<file path="src/verilog/ihx_pkg.sv">
// Shared constants, register map and carrier types of the two-wire host port
`default_nettype none
package ihx_pkg;
  // Register word offsets on the plain register port
  localparam int ADDR_W = 3;
  localparam logic [2:0] A_DATA = 3'h0; // serial_data_buffer
  localparam logic [2:0] A_DIV = 3'h1; // divider_register
  localparam logic [2:0] A_CTRL2 = 3'h2; // control_register_two
  localparam logic [2:0] A_STAT = 3'h3; // status flags
  localparam logic [2:0] A_CFG = 3'h4; // port enable
  // control_register_two fields
  localparam int C2_BEGIN = 0;
  localparam int C2_RESTART = 1;
  localparam int C2_END = 2;
  localparam int C2_RCV = 3;
  localparam int C2_ACKSEQ = 4;
  localparam int C2_ACKDATA = 5;
  // Status fields
  localparam int ST_BF = 0;
  localparam int ST_WRITE_COLLISION_FLAG = 1;
  localparam int ST_ACK_STATUS_FLAG = 2;
  localparam int ST_OVF = 3;
  localparam int ST_IRQ = 4;
  localparam int ST_BCL = 5;
  localparam int ST_START = 6;
  localparam int ST_STOP = 7;
  // Configuration fields
  localparam int CFG_EN = 0;
  // Reset values and counts
  localparam logic [7:0] DIV_RST = 8'h00;
  localparam logic [7:0] DIV_MIN = 8'h03;
  localparam logic [3:0] LAST_DATA_BIT = 4'h7;
  localparam logic [3:0] ACK_BIT = 4'h8;
  localparam int MIN_TICK_GAP = 7;
  // Register port request
  typedef struct packed {
    logic wr;
    logic rd;
    logic [2:0] addr;
    logic [7:0] wdata;
  } ihx_req_t;
  // Host sequencer states, one-hot
  typedef enum logic [6:0] {
    S_IDLE = 7'h01,
    S_START = 7'h02,
    S_RESTART = 7'h04,
    S_STOP = 7'h08,
    S_TX = 7'h10,
    S_RX = 7'h20,
    S_ACK = 7'h40
  } ihx_state_t;
endpackage : ihx_pkg
`default_nettype wire

</file>
<file path="src/verilog/ihx_top.sv">
// Two-wire host byte engine: transmit, receive, conditions and arbitration
//
// Function
// - Buffer write sets buffer-full; cleared after eighth bit shifts out.
// - Buffer write while busy sets write-collision and is discarded.
// - Acknowledge-status clears on ACK, sets on NACK.
// - Transmission begins as soon as the buffer is written.
// - Ninth clock samples acknowledge and raises the serial interrupt flag.
// - Start, stop and restart completion raise the serial interrupt flag.
// - Receive-enable only starts reception when idle, otherwise ignored.
// - Reception toggles clock per rollover and shifts the data line in.
// - After eighth falling edge: copy byte, flag, clear enable, hold clock low.
// - Reading the data buffer clears buffer-full.
// - Byte arriving while buffer-full still set raises receive-overflow.
// - Start and stop detect flags clear on reset and disable.
// - Busy or collided host keeps watching and flags an observed stop.
// - Released data read low while clock high is a bus collision.
// - Arbitration checked in address, data, start, restart, acknowledge.
// - Transmit collision halts shift, clears buffer-full, releases lines.
// - Condition collision aborts it, releases lines, clears its enable.
// - After a collision a new write restarts from the first bit.
// - After the eighth bit the data line is released for acknowledge.
// - Baud generator reloads from divider; values below three invalid.
`default_nettype none
module ihx_top #(
  parameter int DIV_W = 8
) (
  // Clock and reset
  input wire logic i_ref_clk,
  input wire logic i_srst,
  // Register port
  input wire ihx_pkg::ihx_req_t i_req,
  output logic [7:0] o_rdata,
  // Clock line, open drain
  input wire logic i_scl,
  output logic o_scl,
  output logic o_scl_oe,
  // Data line, open drain
  input wire logic i_sda,
  output logic o_sda,
  output logic o_sda_oe,
  // Status levels
  output logic o_serial_irq_flag,
  output logic o_bus_collision_flag
);
  ihx_pkg::ihx_state_t state_q;
  logic [1:0] phase_q;
  logic [3:0] bit_q;
  logic [7:0] port_shift_register_q;
  logic scl_drv_q, sda_drv_q;
  logic ev_done_q, ev_irq_q, ev_bcl_q, ev_bcl_tx_q, ev_tx8_q, ev_rx_q, ev_ack_q, ack_val_q;
  logic [7:0] serial_data_buffer_q, divider_register_q, rdata_q;
  logic port_en_q;
  logic begin_condition_enable_q, restart_enable_q, end_condition_enable_q;
  logic receive_enable_q, ack_sequence_enable_q, ack_data_value_q;
  logic buffer_full_flag_q, write_collision_flag_q, ack_status_flag_q, receive_overflow_flag_q;
  logic serial_irq_flag_q, bus_collision_flag_q, start_seen_q, stop_seen_q;
  logic scl_p_q, sda_p_q;
  logic tick, run, stall, idle, buf_wr, buf_wr_ok, buf_rd, ctrl_wr, stat_wr;
  logic bus_start, bus_stop;

  // Released line that reads low means another party won the bit
  function automatic logic lost_arb(input logic drive_low, input logic line);
    lost_arb = !drive_low && !line;
  endfunction : lost_arb

  assign idle = (state_q == ihx_pkg::S_IDLE);
  assign buf_wr = i_req.wr && (i_req.addr == ihx_pkg::A_DATA);
  assign buf_wr_ok = buf_wr && idle && port_en_q;
  assign buf_rd = i_req.rd && (i_req.addr == ihx_pkg::A_DATA);
  // Condition bits are refused mid-sequence since events cannot be queued
  assign ctrl_wr = i_req.wr && (i_req.addr == ihx_pkg::A_CTRL2) && idle && !ev_done_q;
  assign stat_wr = i_req.wr && (i_req.addr == ihx_pkg::A_STAT);
  // Clock stretching: a released clock held low by a client pauses counting, except during a start condition
  assign stall = !scl_drv_q && !i_scl && (state_q != ihx_pkg::S_START);
  assign run = !idle && !stall;

  ihx_baud_gen #(
    .DIV_W(DIV_W)
  ) u_baud_generator (
    .i_ref_clk(i_ref_clk),
    .i_srst(i_srst),
    .i_run(run),
    .i_div(divider_register_q[DIV_W-1:0]),
    .o_tick(tick)
  );

  // Open drain: data is always low, only the enables move
  assign o_scl = 1'b0;
  assign o_sda = 1'b0;
  assign o_scl_oe = scl_drv_q;
  assign o_sda_oe = sda_drv_q;
  assign o_rdata = rdata_q;
  assign o_serial_irq_flag = serial_irq_flag_q;
  assign o_bus_collision_flag = bus_collision_flag_q;

  // Host sequencer; one-cycle event pulses feed the flag logic
  always_ff @(posedge i_ref_clk)
  begin
    if (i_srst || !port_en_q)
    begin
      state_q <= ihx_pkg::S_IDLE;
      phase_q <= 2'h0;
      bit_q <= 4'h0;
      port_shift_register_q <= 8'h00;
      scl_drv_q <= 1'b0;
      sda_drv_q <= 1'b0;
      {ev_done_q, ev_irq_q, ev_bcl_q, ev_bcl_tx_q, ev_tx8_q, ev_rx_q, ev_ack_q, ack_val_q} <= 8'h00;
    end
    else
    begin
      {ev_done_q, ev_irq_q, ev_bcl_q, ev_bcl_tx_q, ev_tx8_q, ev_rx_q, ev_ack_q} <= 7'h00;
      case (state_q)
        ihx_pkg::S_IDLE:
        begin
          phase_q <= 2'h0;
          bit_q <= 4'h0;
          if (buf_wr_ok)
          begin
            // Any accepted write starts afresh at the first bit
            port_shift_register_q <= i_req.wdata;
            sda_drv_q <= !i_req.wdata[7];
            scl_drv_q <= 1'b1;
            state_q <= ihx_pkg::S_TX;
          end
          else if (!ev_done_q && begin_condition_enable_q)
          begin
            if (!i_scl || !i_sda)
            begin
              // Either line already low: start aborted at once
              ev_bcl_q <= 1'b1;
              ev_done_q <= 1'b1;
            end
            else
            begin
              scl_drv_q <= 1'b0;
              sda_drv_q <= 1'b0;
              state_q <= ihx_pkg::S_START;
            end
          end
          else if (!ev_done_q && restart_enable_q)
          begin
            scl_drv_q <= 1'b1;
            sda_drv_q <= 1'b0;
            state_q <= ihx_pkg::S_RESTART;
          end
          else if (!ev_done_q && end_condition_enable_q)
          begin
            scl_drv_q <= 1'b1;
            sda_drv_q <= 1'b1;
            state_q <= ihx_pkg::S_STOP;
          end
          else if (!ev_done_q && receive_enable_q)
          begin
            scl_drv_q <= 1'b1;
            sda_drv_q <= 1'b0;
            state_q <= ihx_pkg::S_RX;
          end
          else if (!ev_done_q && ack_sequence_enable_q)
          begin
            scl_drv_q <= 1'b1;
            sda_drv_q <= !ack_data_value_q;
            state_q <= ihx_pkg::S_ACK;
          end
        end
        ihx_pkg::S_TX:
        begin
          if (phase_q == 2'h0)
          begin
            if (tick)
            begin
              scl_drv_q <= 1'b0;
              phase_q <= 2'h1;
            end
          end
          else if (bit_q != ihx_pkg::ACK_BIT && i_scl && lost_arb(sda_drv_q, i_sda))
          begin
            // Lost a bit: halt and release both lines
            state_q <= ihx_pkg::S_IDLE;
            scl_drv_q <= 1'b0;
            sda_drv_q <= 1'b0;
            ev_bcl_q <= 1'b1;
            ev_bcl_tx_q <= 1'b1;
            ev_done_q <= 1'b1;
          end
          else if (tick)
          begin
            scl_drv_q <= 1'b1;
            phase_q <= 2'h0;
            if (bit_q == ihx_pkg::ACK_BIT)
            begin
              // Ninth falling edge: keep clock low until the next write
              ev_ack_q <= 1'b1;
              ack_val_q <= i_sda;
              ev_irq_q <= 1'b1;
              ev_done_q <= 1'b1;
              state_q <= ihx_pkg::S_IDLE;
            end
            else
            begin
              bit_q <= bit_q + 4'h1;
              port_shift_register_q <= {port_shift_register_q[6:0], 1'b0};
              if (bit_q == ihx_pkg::LAST_DATA_BIT)
              begin
                sda_drv_q <= 1'b0;
                ev_tx8_q <= 1'b1;
              end
              else
                sda_drv_q <= !port_shift_register_q[6];
            end
          end
        end
        ihx_pkg::S_RX:
        begin
          if (tick && phase_q == 2'h0)
          begin
            scl_drv_q <= 1'b0;
            phase_q <= 2'h1;
          end
          else if (tick)
          begin
            scl_drv_q <= 1'b1;
            phase_q <= 2'h0;
            port_shift_register_q <= {port_shift_register_q[6:0], i_sda};
            bit_q <= bit_q + 4'h1;
            if (bit_q == ihx_pkg::LAST_DATA_BIT)
            begin
              ev_rx_q <= 1'b1;
              ev_irq_q <= 1'b1;
              ev_done_q <= 1'b1;
              state_q <= ihx_pkg::S_IDLE;
            end
          end
        end
        ihx_pkg::S_ACK, ihx_pkg::S_START, ihx_pkg::S_RESTART, ihx_pkg::S_STOP:
        begin
          // Collision cases of the timed conditions
          if ((state_q == ihx_pkg::S_ACK && phase_q == 2'h1 && i_scl && lost_arb(sda_drv_q, i_sda))
              || (state_q == ihx_pkg::S_START && phase_q == 2'h0 && !i_scl)
              || (state_q == ihx_pkg::S_RESTART && phase_q == 2'h1 && i_scl && !i_sda)
              || (state_q == ihx_pkg::S_STOP && phase_q == 2'h2 && tick && !i_sda))
          begin
            state_q <= ihx_pkg::S_IDLE;
            scl_drv_q <= 1'b0;
            sda_drv_q <= 1'b0;
            ev_bcl_q <= 1'b1;
            ev_done_q <= 1'b1;
          end
          else if (tick)
          begin
            phase_q <= phase_q + 2'h1;
            case (state_q)
              ihx_pkg::S_START:
                if (phase_q == 2'h0)
                  sda_drv_q <= 1'b1;
                else
                  scl_drv_q <= 1'b1;
              ihx_pkg::S_RESTART:
                if (phase_q == 2'h0)
                  scl_drv_q <= 1'b0;
                else if (phase_q == 2'h1)
                  sda_drv_q <= 1'b1;
                else
                  scl_drv_q <= 1'b1;
              ihx_pkg::S_STOP:
                if (phase_q == 2'h0)
                  scl_drv_q <= 1'b0;
                else if (phase_q == 2'h1)
                  sda_drv_q <= 1'b0;
              default:
                scl_drv_q <= !scl_drv_q;
            endcase
            // Condition finished: flag it and return to idle
            if ((state_q == ihx_pkg::S_STOP && phase_q == 2'h3)
                || (state_q == ihx_pkg::S_RESTART && phase_q == 2'h2)
                || ((state_q == ihx_pkg::S_START || state_q == ihx_pkg::S_ACK) && phase_q == 2'h1))
            begin
              ev_irq_q <= 1'b1;
              ev_done_q <= 1'b1;
              state_q <= ihx_pkg::S_IDLE;
            end
          end
        end
        default:
          state_q <= ihx_pkg::S_IDLE;
      endcase
    end
  end

  // Software registers; condition enables self-clear when their sequence ends
  always_ff @(posedge i_ref_clk)
  begin
    if (i_srst)
    begin
      divider_register_q <= ihx_pkg::DIV_RST;
      port_en_q <= 1'b0;
      {begin_condition_enable_q, restart_enable_q, end_condition_enable_q} <= 3'h0;
      {receive_enable_q, ack_sequence_enable_q, ack_data_value_q} <= 3'h0;
    end
    else
    begin
      if (i_req.wr && i_req.addr == ihx_pkg::A_DIV)
        divider_register_q <= i_req.wdata;
      if (i_req.wr && i_req.addr == ihx_pkg::A_CFG)
        port_en_q <= i_req.wdata[ihx_pkg::CFG_EN];
      if (i_req.wr && i_req.addr == ihx_pkg::A_CTRL2)
        ack_data_value_q <= i_req.wdata[ihx_pkg::C2_ACKDATA];
      if (ctrl_wr)
      begin
        begin_condition_enable_q <= i_req.wdata[ihx_pkg::C2_BEGIN];
        restart_enable_q <= i_req.wdata[ihx_pkg::C2_RESTART];
        end_condition_enable_q <= i_req.wdata[ihx_pkg::C2_END];
        receive_enable_q <= i_req.wdata[ihx_pkg::C2_RCV];
        ack_sequence_enable_q <= i_req.wdata[ihx_pkg::C2_ACKSEQ];
      end
      else if (ev_done_q || !port_en_q)
      begin
        {begin_condition_enable_q, restart_enable_q, end_condition_enable_q} <= 3'h0;
        {receive_enable_q, ack_sequence_enable_q} <= 2'h0;
      end
    end
  end

  // Data buffer: software writes only when idle, received bytes land here
  always_ff @(posedge i_ref_clk)
  begin
    if (i_srst)
      serial_data_buffer_q <= 8'h00;
    else if (ev_rx_q)
      serial_data_buffer_q <= port_shift_register_q;
    else if (buf_wr_ok)
      serial_data_buffer_q <= i_req.wdata;
  end

  // Status flags: a hardware set always beats a same-cycle software clear
  always_ff @(posedge i_ref_clk)
  begin
    if (i_srst)
    begin
      {buffer_full_flag_q, write_collision_flag_q, ack_status_flag_q, receive_overflow_flag_q} <= 4'h0;
      {serial_irq_flag_q, bus_collision_flag_q} <= 2'h0;
    end
    else
    begin
      buffer_full_flag_q <= (buffer_full_flag_q && !(ev_tx8_q || ev_bcl_tx_q || buf_rd))
                            || ev_rx_q || buf_wr_ok;
      // Write-collision never clears itself; software must clear it
      write_collision_flag_q <= (write_collision_flag_q && !(stat_wr && i_req.wdata[ihx_pkg::ST_WRITE_COLLISION_FLAG]))
                                || (buf_wr && !buf_wr_ok);
      receive_overflow_flag_q <= (receive_overflow_flag_q && !(stat_wr && i_req.wdata[ihx_pkg::ST_OVF]))
                                 || (ev_rx_q && buffer_full_flag_q);
      serial_irq_flag_q <= (serial_irq_flag_q && !(stat_wr && i_req.wdata[ihx_pkg::ST_IRQ]))
                           || ev_irq_q || (bus_stop && state_q != ihx_pkg::S_STOP);
      bus_collision_flag_q <= (bus_collision_flag_q && !(stat_wr && i_req.wdata[ihx_pkg::ST_BCL]))
                              || ev_bcl_q;
      if (ev_ack_q)
        ack_status_flag_q <= ack_val_q;
    end
  end

  // Bus monitor: start and stop seen on the lines, whoever made them
  assign bus_start = scl_p_q && i_scl && sda_p_q && !i_sda;
  assign bus_stop = scl_p_q && i_scl && !sda_p_q && i_sda;
  always_ff @(posedge i_ref_clk)
  begin
    scl_p_q <= i_scl;
    sda_p_q <= i_sda;
    if (i_srst || !port_en_q)
    begin
      start_seen_q <= 1'b0;
      stop_seen_q <= 1'b0;
    end
    else if (bus_start)
    begin
      start_seen_q <= 1'b1;
      stop_seen_q <= 1'b0;
    end
    else if (bus_stop)
    begin
      start_seen_q <= 1'b0;
      stop_seen_q <= 1'b1;
    end
  end

  // Read data appear in the cycle after the strobe; unmapped reads give zero
  always_ff @(posedge i_ref_clk)
  begin
    if (i_srst)
      rdata_q <= 8'h00;
    else if (i_req.rd)
      case (i_req.addr)
        ihx_pkg::A_DATA: rdata_q <= serial_data_buffer_q;
        ihx_pkg::A_DIV: rdata_q <= divider_register_q;
        ihx_pkg::A_CTRL2: rdata_q <= {2'h0, ack_data_value_q, ack_sequence_enable_q, receive_enable_q,
                                      end_condition_enable_q, restart_enable_q, begin_condition_enable_q};
        ihx_pkg::A_STAT: rdata_q <= {stop_seen_q, start_seen_q, bus_collision_flag_q, serial_irq_flag_q,
                                     receive_overflow_flag_q, ack_status_flag_q, write_collision_flag_q,
                                     buffer_full_flag_q};
        ihx_pkg::A_CFG: rdata_q <= {7'h00, port_en_q};
        default: rdata_q <= 8'h00;
      endcase
    else
      rdata_q <= 8'h00;
  end
endmodule : ihx_top
`default_nettype wire

</file>
<file path="src/verilog/ihx_baud_gen.sv">
// Baud generator: reloads from the divider and pulses once per bus half period
`default_nettype none
module ihx_baud_gen #(
  parameter int DIV_W = 8
) (
  // Clock and reset
  input wire logic i_ref_clk,
  input wire logic i_srst,
  // Control
  input wire logic i_run,
  input wire logic [DIV_W-1:0] i_div,
  // Rollover
  output logic o_tick
);
  logic [DIV_W:0] cnt_q;
  logic [DIV_W-1:0] div_eff;
  logic [DIV_W:0] reload;

  // Divider values below the minimum are unusable, so they run as the minimum
  assign div_eff = (i_div < DIV_W'(ihx_pkg::DIV_MIN)) ? DIV_W'(ihx_pkg::DIV_MIN) : i_div;
  // Half period is 2*(div+1) clocks, so a full bus clock is osc/(4*(div+1))
  assign reload = {div_eff, 1'b1};
  assign o_tick = i_run && (cnt_q == '0);

  // Count down while running; a stopped generator sits at its reload value
  always_ff @(posedge i_ref_clk)
  begin
    if (i_srst || !i_run || o_tick)
      cnt_q <= reload;
    else
      cnt_q <= cnt_q - 1'b1;
  end
endmodule : ihx_baud_gen
`default_nettype wire

</file>
<file path="config.mk">
export PLATFORM = sky130hd
export DESIGN_NAME = ihx_top
export DESIGN_NICKNAME = d
export VERILOG_FILES = /design/src/verilog/ihx_pkg.sv /design/src/verilog/ihx_top.sv /design/src/verilog/ihx_baud_gen.sv
export SDC_FILE = /design/constraint.sdc
export NUM_CORES = 1
export LEC_CHECK = 0
export ABC_AREA = 1
export BUFFER_PORTS_ARGS = -buffer_cell sky130_fd_sc_hd__clkbuf_2
export CORE_MARGIN = 5
export CORE_UTILIZATION = 45
export CTS_BUF_LIST = sky130_fd_sc_hd__clkbuf_16
export DETAILED_ROUTE_END_ITERATION = 8
export GPL_ROUTABILITY_DRIVEN = 1
export MAX_ROUTING_LAYER = met4
export SYNTH_ARGS = -nofsm -noshare
export SYNTH_HDL_FRONTEND = slang
export SYNTH_HIERARCHICAL = 1
export SYNTH_SLANG_ARGS = --single-unit
</file>
<file path="constraint.sdc">
create_clock -name i_ref_clk -period 2.4 [get_ports i_ref_clk]
set_input_delay 0.6 -clock i_ref_clk [delete_from_list [all_inputs] [get_ports i_ref_clk]]
set_output_delay 0.6 -clock i_ref_clk [all_outputs]
set_load 0.01 [all_outputs]
</file>
==> impl_metrics.py, run 1 <==
metrics = {
    "setup_path": {
        "path_delay_family": "simple AND/OR/NAND/NOR gates",
        "cp_cell_sequence": "nor2_4 -> nand2_2 -> nor2_4 -> inv_2 -> a31oi_1 -> inv_1 -> nor2_1 -> nand3_2 -> inv_2 -> nand2_1 -> nor2_1 -> nand3_1 -> nand2_1 -> nor2_2 -> nand3_2 -> nor2_2 -> nor2_4 -> nand2_4 -> nand2_1 -> nand3_1",
        "reg2reg_to": "state_q[0]$_SDFFE_PP1P_",
        "ff2ff_path_depth": 20,
        "required_ns": 2.62,
        "path_depth": 20,
        "cp_slowest_stage_delay_ns": 0.34,
        "rrSetupSlack_ns": 0.05,
        "worstSetupStartpointType": "register",
        "crit_path_max_fanout": 7,
        "worstSetupEndpointType": "register",
        "slowest_stage": "dfxtp_2",
        "r2r_start": "state_q[5]$_SDFFE_PP0P_",
        "worstPathArrival_ns": 2.56,
        "critical_path_buf_inv_count": 3,
        "crit_type": "reg2reg",
    },
    "placement": {
        "placed_cell_area_um2": 4890,
        "portBuffers": 28,
        "dp.cells": 838,
        "place_congestion": 0.910,
        "dp_hpwl_mm": 9.86,
    },
    "die": {
        "initial_core_util_pct": 45.7,
        "core_um2": 9640,
        "die_w_um": 109,
        "ios": 31,
        "rows": 36,
        "die_area_um2": 11900,
        "die_h_um": 109,
    },
    "cells_and_area": {
        "nets": 748,
        "instances_no_fill": 862,
        "finalInstanceArea_um2": 5320,
        "drive_above_1_share_pct": 21.3,
        "fillers": 978,
        "final_util_pct": 55.2,
        "area_growth_pct": 20.9,
        "antenna_cells": 0,
    },
    "clocking": {
        "cts_made_buffers": 9,
        "htreeDepth": 3,
        "hold_buffers": 0,
        "tritoncts": "yes",
        "clk_pin_slew_ns": 0.06,
        "clkSinkCount": 81,
        "clockRootBuffer": "clkbuf_16",
        "clockBufferDepth": 2,
        "clk_latency_ns": 0.34,
    },
    "route": {
        "drt_iter0_markers": 385,
        "drtAntennaViolNets": 0,
        "dr_wl_met3_um": 794,
        "met1_length_mm": 5.63,
        "routed_via_density": 5.19,
        "wirelength_mm": 12.8,
        "highest_layer": "met4",
        "dr_wl_met2_mm": 6.08,
        "routedWlPerCell_um": 14.9,
        "drc": 0,
        "first_pass_iters": 7,
        "vias": 4471,
    },
    "timing": {
        "setup_viol": 0,
        "fin_worst_skew_ns": 0.00628,
        "fin_tns_setup_ns": 0,
        "hold_viol": 0,
        "fmax_mhz": 426,
        "relSlewSlack_pct": 57.7,
        "rsz0062_at_grt": "yes",
        "holdWs_ns": 0.396,
        "period_share_pct": 97.7,
        "final.min_clock_period_ns": 2.35,
        "drv_slew": 0,
        "tightest_slew_ns": 0.630,
    },
    "grt": {
        "grt_pass1_wl_mm": 20.5,
        "gr-total-overflow": 0,
        "track_usage_pct": 23.2,
        "grt_pass1_vias": 4162,
        "antenna_found_initial": 0,
        "grt_max_degree": 23,
    },
    "synth": {
        "ys_seq_area_share_pct": 36.8,
        "syn-cell-area_um2": 4400,
        "yosys.cell_types.count": 42,
        "yosys_register_bits": 81,
        "synthCells": 656,
        "syn_area_per_cell_um2": 6.71,
        "ys.warnings.count": 6,
    },
    "power": {
        "comb_power_share_pct": 7.0,
        "p_clk_share_pct": 46.9,
        "pwr-share-seq_pct": 46.1,
        "p_switching_mw": 0.746,
        "p_int_mw": 2.25,
        "powerDensity_nw_per_um2": 564,
        "irDropWorstVdd_mv": 0.380,
        "leakage_nw": 2.40,
        "sw_frac_of_total_pct": 24.9,
    },
    "hold_path": {
        "hold_path.class": "reg2reg",
        "whs_path_depth": 1,
        "hold_path_end": "u_baud_generator/cnt_q[0]$_SDFF_PP1_",
        "min_from": "u_baud_generator/cnt_q[0]$_SDFF_PP1_",
    },
    "job": {
        "max-cap-violations": 0,
    },
    "outcome": {
        "status": "complete, no violations",
    },
}
==> kinds of logic (layout without fill, tap and decap cells) <==
logic type / after synthesis / after routing / share of synthesized area, %
AO/OA/AOI/OAI: 138 / 138 / 17.0
XOR/XNOR: 2 / 2 / 0.398
adder cells (fa/ha/maj): 7 / 7 / 1.99
buffers and inverters: 114 / 186 / 10.5
flip-flops: 81 / 81 / 36.8
other: 1 / 2 / 0.0852
AND/OR/NAND/NOR: 313 / 313 / 33.2
==> Yosys cell counts (all sizes together) <==
cell | count | area share [%]
a22oi | 1 | 0.17
nor3b | 2 | 0.45
conb | 1 | 0.085
nand2 | 146 | 14
xnor2 | 1 | 0.20
xor2 | 1 | 0.20
nor2 | 99 | 9.9
a32o | 1 | 0.23
a21oi | 54 | 6.1
o221a | 1 | 0.26
nor3 | 4 | 0.45
ha | 7 | 2.0
a31oi | 4 | 0.57
o21ai | 68 | 7.9
buf | 7 | 1.2
clkbuf | 7 | 0.60
o22ai | 1 | 0.14
nand4 | 13 | 1.8
nand3 | 46 | 6.0
a221oi | 4 | 0.80
dfxtp | 81 | 37
o211ai | 3 | 0.63
nor4 | 2 | 0.63
a211oi | 1 | 0.17
and3 | 1 | 0.14
inv | 100 | 8.6
==> how the worst max path moves through the flow <==
stage | startpoint | end | slack, ns
4_1_cts | state_q[3]$_SDFFE_PP0P_ | state_q[0]$_SDFFE_PP1P_ | 0.001
3_5_place_dp | i_scl | state_q[4]$_SDFFE_PP0P_ | -0.12
3_3_place_gp | i_scl | state_q[4]$_SDFFE_PP0P_ | -0.009
5_1_grt | state_q[5]$_SDFFE_PP0P_ | o_scl_oe$_SDFFE_PP0P_ | -0.12
6_report | state_q[5]$_SDFFE_PP0P_ | state_q[0]$_SDFFE_PP1P_ | 0.05
2_1_floorplan | state_q[4]$_SDFFE_PP0P_ | state_q[4]$_SDFFE_PP0P_ | 0.002
==> state kept, by name (all words and copies together), names as in the netlist, 2 cells and up <==
register,cells
u_baud_generator/cnt_q,9
o_rdata,8
state_q,7
bit_q,4
serial_data_buffer_q,8
port_shift_register_q,8
phase_q,2
divider_register_q,8
==> layout make-up <==
class                           instances  area (um2)  share of cell area (%)
Multi-Input combinational cell        462        2380                    44.7
Sequential cell                        81        1630                    30.6
Timing Repair Buffer                   70         463                    8.70
Inverter                              100         383                    7.20
Clock buffer                            9         225                    4.23
Tap cell                              133         166                    3.13
Clock inverter                          7        76.3                    1.43
==> per-layer routing <==
metal / track usage [%] / vias to the layer above
met5: - / -
met2: 37.5 / 136
met3: 4.09 / 26
met1: 28.8 / 2056
li1: - / 2253
met4: 9.02 / 0
==> stage by stage <==
step | total power, mW | setup slack [ns]
final | 3.00 | 0.0544
after global routing | 3.10 | -0.118
after floorplan | 1.55 | 0.00199
after detailed placement | 1.62 | -0.116
after global placement | 1.62 | -0.00876
after CTS | 3.04 | 0.00124
==> worst register-to-register path: stages (launching register included) <==
cell and delay (ns):
dfxtp_2 0.34, nor2_4 0.11, nand2_2 0.07, nor2_4 0.12
inv_2 0.05, a31oi_1 0.13, inv_1 0.08, nor2_1 0.11
nand3_2 0.11, inv_2 0.10, nand2_1 0.05, nor2_1 0.11
nand3_1 0.09, nand2_1 0.11, nor2_2 0.06, nand3_2 0.10
nor2_2 0.06, nor2_4 0.17, nand2_4 0.10, nand2_1 0.07
nand3_1 0.07
==> cell usage in the layout (no fill, tap or decap), types with 3 or more instances in the layout <==
cell type and count:
a21oi_1 54, a221oi_1 4, a31oi_1 4, buf_4 40
clkbuf_16 9, clkbuf_2 28, dfxtp_1 77, dfxtp_2 4
ha_1 7, inv_1 88, inv_2 9, inv_4 3
nand2_1 130, nand2_2 11, nand2_4 5, nand3_1 40
nand3_2 4, nand4_1 13, nor2_1 74, nor2_2 18
nor2_4 7, nor3_1 4, o21ai_0 62, o21ai_1 4
==> power by group through the flow <==
| stage | logic [mW] | clock network, mW | registers [mW] |
|---|---|---|---|
| 2_1_floorplan | 0.138 | 0 | 1.41 |
| 3_3_place_gp | 0.204 | 0 | 1.41 |
| 3_5_place_dp | 0.206 | 0 | 1.41 |
| 4_1_cts | 0.209 | 1.44 | 1.38 |
| 5_1_grt | 0.237 | 1.48 | 1.38 |
| 6_report | 0.211 | 1.41 | 1.38 |
==> repair_timing <==
item | 4_1_cts | 5_1_grt
cloned | 0 | 0
gates resized for setup | 4 | 22
buffers inserted | 2 | 6
pin swaps | 3 | 11
endpoints found under the setup margin | 8 | 25
Power figures use the tool's default switching activity.
==> run 2: changes to the inputs <==
CORE_MARGIN = 2   (was 5)
==> impl_metrics.py, run 2 (synthesized netlist as in run 1, its figures left out) <==
metrics = {
    "die": {
        "die_w_um": 103,
        "rows": 36,
        "core_um2": 9640,
        "die_h_um": 103,
        "die_area_um2": 10600,
        "initial_core_util_pct": 45.7,
        "ios": 31,
    },
    "cells_and_area": {
        "final_cell_mix": "125 x nand2_1, 88 x inv_1, 78 x dfxtp_1",
        "area_growth_pct": 20.5,
        "antenna_cells": 0,
        "nets": 741,
        "final_common_cell": "nand2_1",
        "drive_above_1_share_pct": 21.3,
        "largest_reg_flops": 9,
        "largest_register": "u_baud_generator/cnt_q",
    },
    "setup_path": {
        "crit_path_max_fanout": 7,
        "slowest_stage": "dfxtp_2",
        "ff2ff_path_depth": 20,
        "worstSetupEndpointType": "register",
        "critical_path_buf_inv_count": 6,
        "worstPathArrival_ns": 2.69,
        "crit_type": "reg2reg",
        "path_delay_family": "simple AND/OR/NAND/NOR gates",
        "required_ns": 2.67,
        "path_depth": 20,
        "worstSetupStartpointType": "register",
        "cp_cell_sequence": "nor2_4 -> nand2_2 -> nor2_4 -> inv_2 -> a31oi_2 -> inv_1 -> nor2_2 -> nand3_2 -> inv_2 -> buf_4 -> inv_1 -> nor2_2 -> o21ai_1 -> nor2_1 -> nand3_2 -> nor2_4 -> nand2_4 -> inv_4 -> nor2_1 -> nor2_1",
        "cp_slowest_stage_delay_ns": 0.34,
    },
    "grt": {
        "use_met1_pct": 34.4,
        "grt_pass1_vias": 3902,
        "grtUsageMet3_pct": 3.05,
        "antenna_found_initial": 0,
        "grt-busiest-layer": "met2",
        "globalRouteMet2Util_pct": 38.2,
        "gr-total-overflow": 0,
        "grt_max_degree": 23,
        "track_usage_pct": 25.2,
        "grt_pass1_wl_mm": 19.8,
    },
    "clocking": {
        "tritoncts": "yes",
        "cts_made_buffers": 9,
        "clkSinkCount": 81,
        "htreeDepth": 3,
        "hold_buffers": 0,
        "clockRootBuffer": "clkbuf_16",
        "clk_pin_slew_ns": 0.07,
        "clk_latency_ns": 0.34,
        "clockBufferDepth": 2,
    },
    "power": {
        "leakage_nw": 2.36,
        "p_int_mw": 2.25,
        "power.total_mw": 3.00,
        "powerDensity_nw_per_um2": 566,
        "sw_frac_of_total_pct": 25.0,
        "p_clk_share_pct": 46.9,
        "comb_power_share_pct": 7.1,
        "pwr-share-seq_pct": 46.0,
        "p_switching_mw": 0.750,
        "irDropWorstVdd_mv": 0.367,
    },
    "route": {
        "first_pass_iters": 6,
        "drtAntennaViolNets": 0,
        "routedWlPerCell_um": 14.6,
        "vias": 4450,
        "drt_iter0_markers": 337,
        "routed_via_density": 5.20,
        "wirelength_mm": 12.4,
        "drc": 0,
    },
    "timing": {
        "final.min_clock_period_ns": 2.43,
        "relSlewSlack_pct": 60.1,
        "worst_slack_ns": -0.0296,
        "period_share_pct": 101,
        "rsz0062_at_grt": "yes",
        "hold_viol": 0,
        "fin_worst_skew_ns": 0.0106,
        "setup_viol": 6,
        "tightest_slew_ns": 0.594,
        "drv_slew": 0,
        "fmax_mhz": 412,
        "holdWs_ns": 0.398,
    },
    "hold_path": {
        "hold_path.class": "reg2reg",
        "whs_path_depth": 1,
    },
    "placement": {
        "place_congestion": 0.896,
        "portBuffers": 28,
        "dp_hpwl_mm": 9.42,
    },
    "outcome": {
        "violations": "negative setup slack",
        "status": "finished, violations left",
    },
    "job": {
        "max-cap-violations": 0,
    },
}
[run 2: changes by cell type in the layout (fill, tap and decap cells not counted), moves of 2 or more]
cell,previous run,this run
buf_4,40,32
nand2_1,130,125
nand2_2,11,16
o21ai_0,62,59
o21ai_2,2,5
dfxtp_2,4,2
[run 2: path summary, 6_finish.rpt]
check                                  startpoint                              endpoint  slack, ns
min reg2reg  u_baud_generator/cnt_q[0]$_SDFF_PP1_  u_baud_generator/cnt_q[0]$_SDFF_PP1_       0.40
min          u_baud_generator/cnt_q[0]$_SDFF_PP1_  u_baud_generator/cnt_q[0]$_SDFF_PP1_       0.40
max reg2reg               state_q[3]$_SDFFE_PP0P_               state_q[2]$_SDFFE_PP0P_      -0.03
max                       state_q[3]$_SDFFE_PP0P_               state_q[2]$_SDFFE_PP0P_      -0.03
[run 2: cell type report]
class                      count  area (um2)
clock buffer                   9         225
clock inverter                 7        76.3
timing repair buffer          63         414
sequential                    81        1630
tap                          133         166
inverter                     100         383
multi-input combinational    462        2410
fill                         976        4340
[run 2: worst reg2reg max path: stages (launching register included)]
cell and delay, ns:
dfxtp_2 0.34, nor2_4 0.14, nand2_2 0.08, nor2_4 0.12, inv_2 0.05, a31oi_2 0.18, inv_1 0.09, nor2_2 0.12
nand3_2 0.09, inv_2 0.10, buf_4 0.11, inv_1 0.05, nor2_2 0.09, o21ai_1 0.08, nor2_1 0.12, nand3_2 0.10
nor2_4 0.22, nand2_4 0.11, inv_4 0.07, nor2_1 0.04, nor2_1 0.09
[run 2: what timing repair did]
action / in CTS / in global routing
pin swaps: 1 / 24
hold endpoints to repair: 0 / 0
gates resized for setup: 4 / 35
setup endpoints to repair: 9 / 26
buffers inserted: 0 / 4
[run 2: power groups by stage]
stage / Clock [mW] / Sequential (mW) / Combinational (mW)
4_1_cts: 1.42 / 1.38 / 0.207
2_1_floorplan: 0 / 1.41 / 0.138
3_3_place_gp: 0 / 1.41 / 0.202
3_5_place_dp: 0 / 1.41 / 0.204
5_1_grt: 1.48 / 1.38 / 0.239
6_report: 1.41 / 1.38 / 0.213
[run 2: metal layers]
layer  share of wire, %  vias up
met5                  0        -
met3                5.5       20
met2                 47      124
met4                1.8        0
met1                 46     2065
li1                   -     2241
[run 2: per-stage QoR]
stage	instances	util [%]	area (um2)	worst slack [ns]	TNS, ns
after floorplan	657	-	4410	0.00199	0
after global placement	835	50.5	4860	-0.00936	-0.00936
after detailed placement	835	50.5	4860	-0.0954	-0.612
after CTS	851	53.7	5170	-0.00270	-0.00270
after global routing	855	55.0	5300	-0.322	-4.23
final	855	55.0	5300	-0.0296	-0.0899
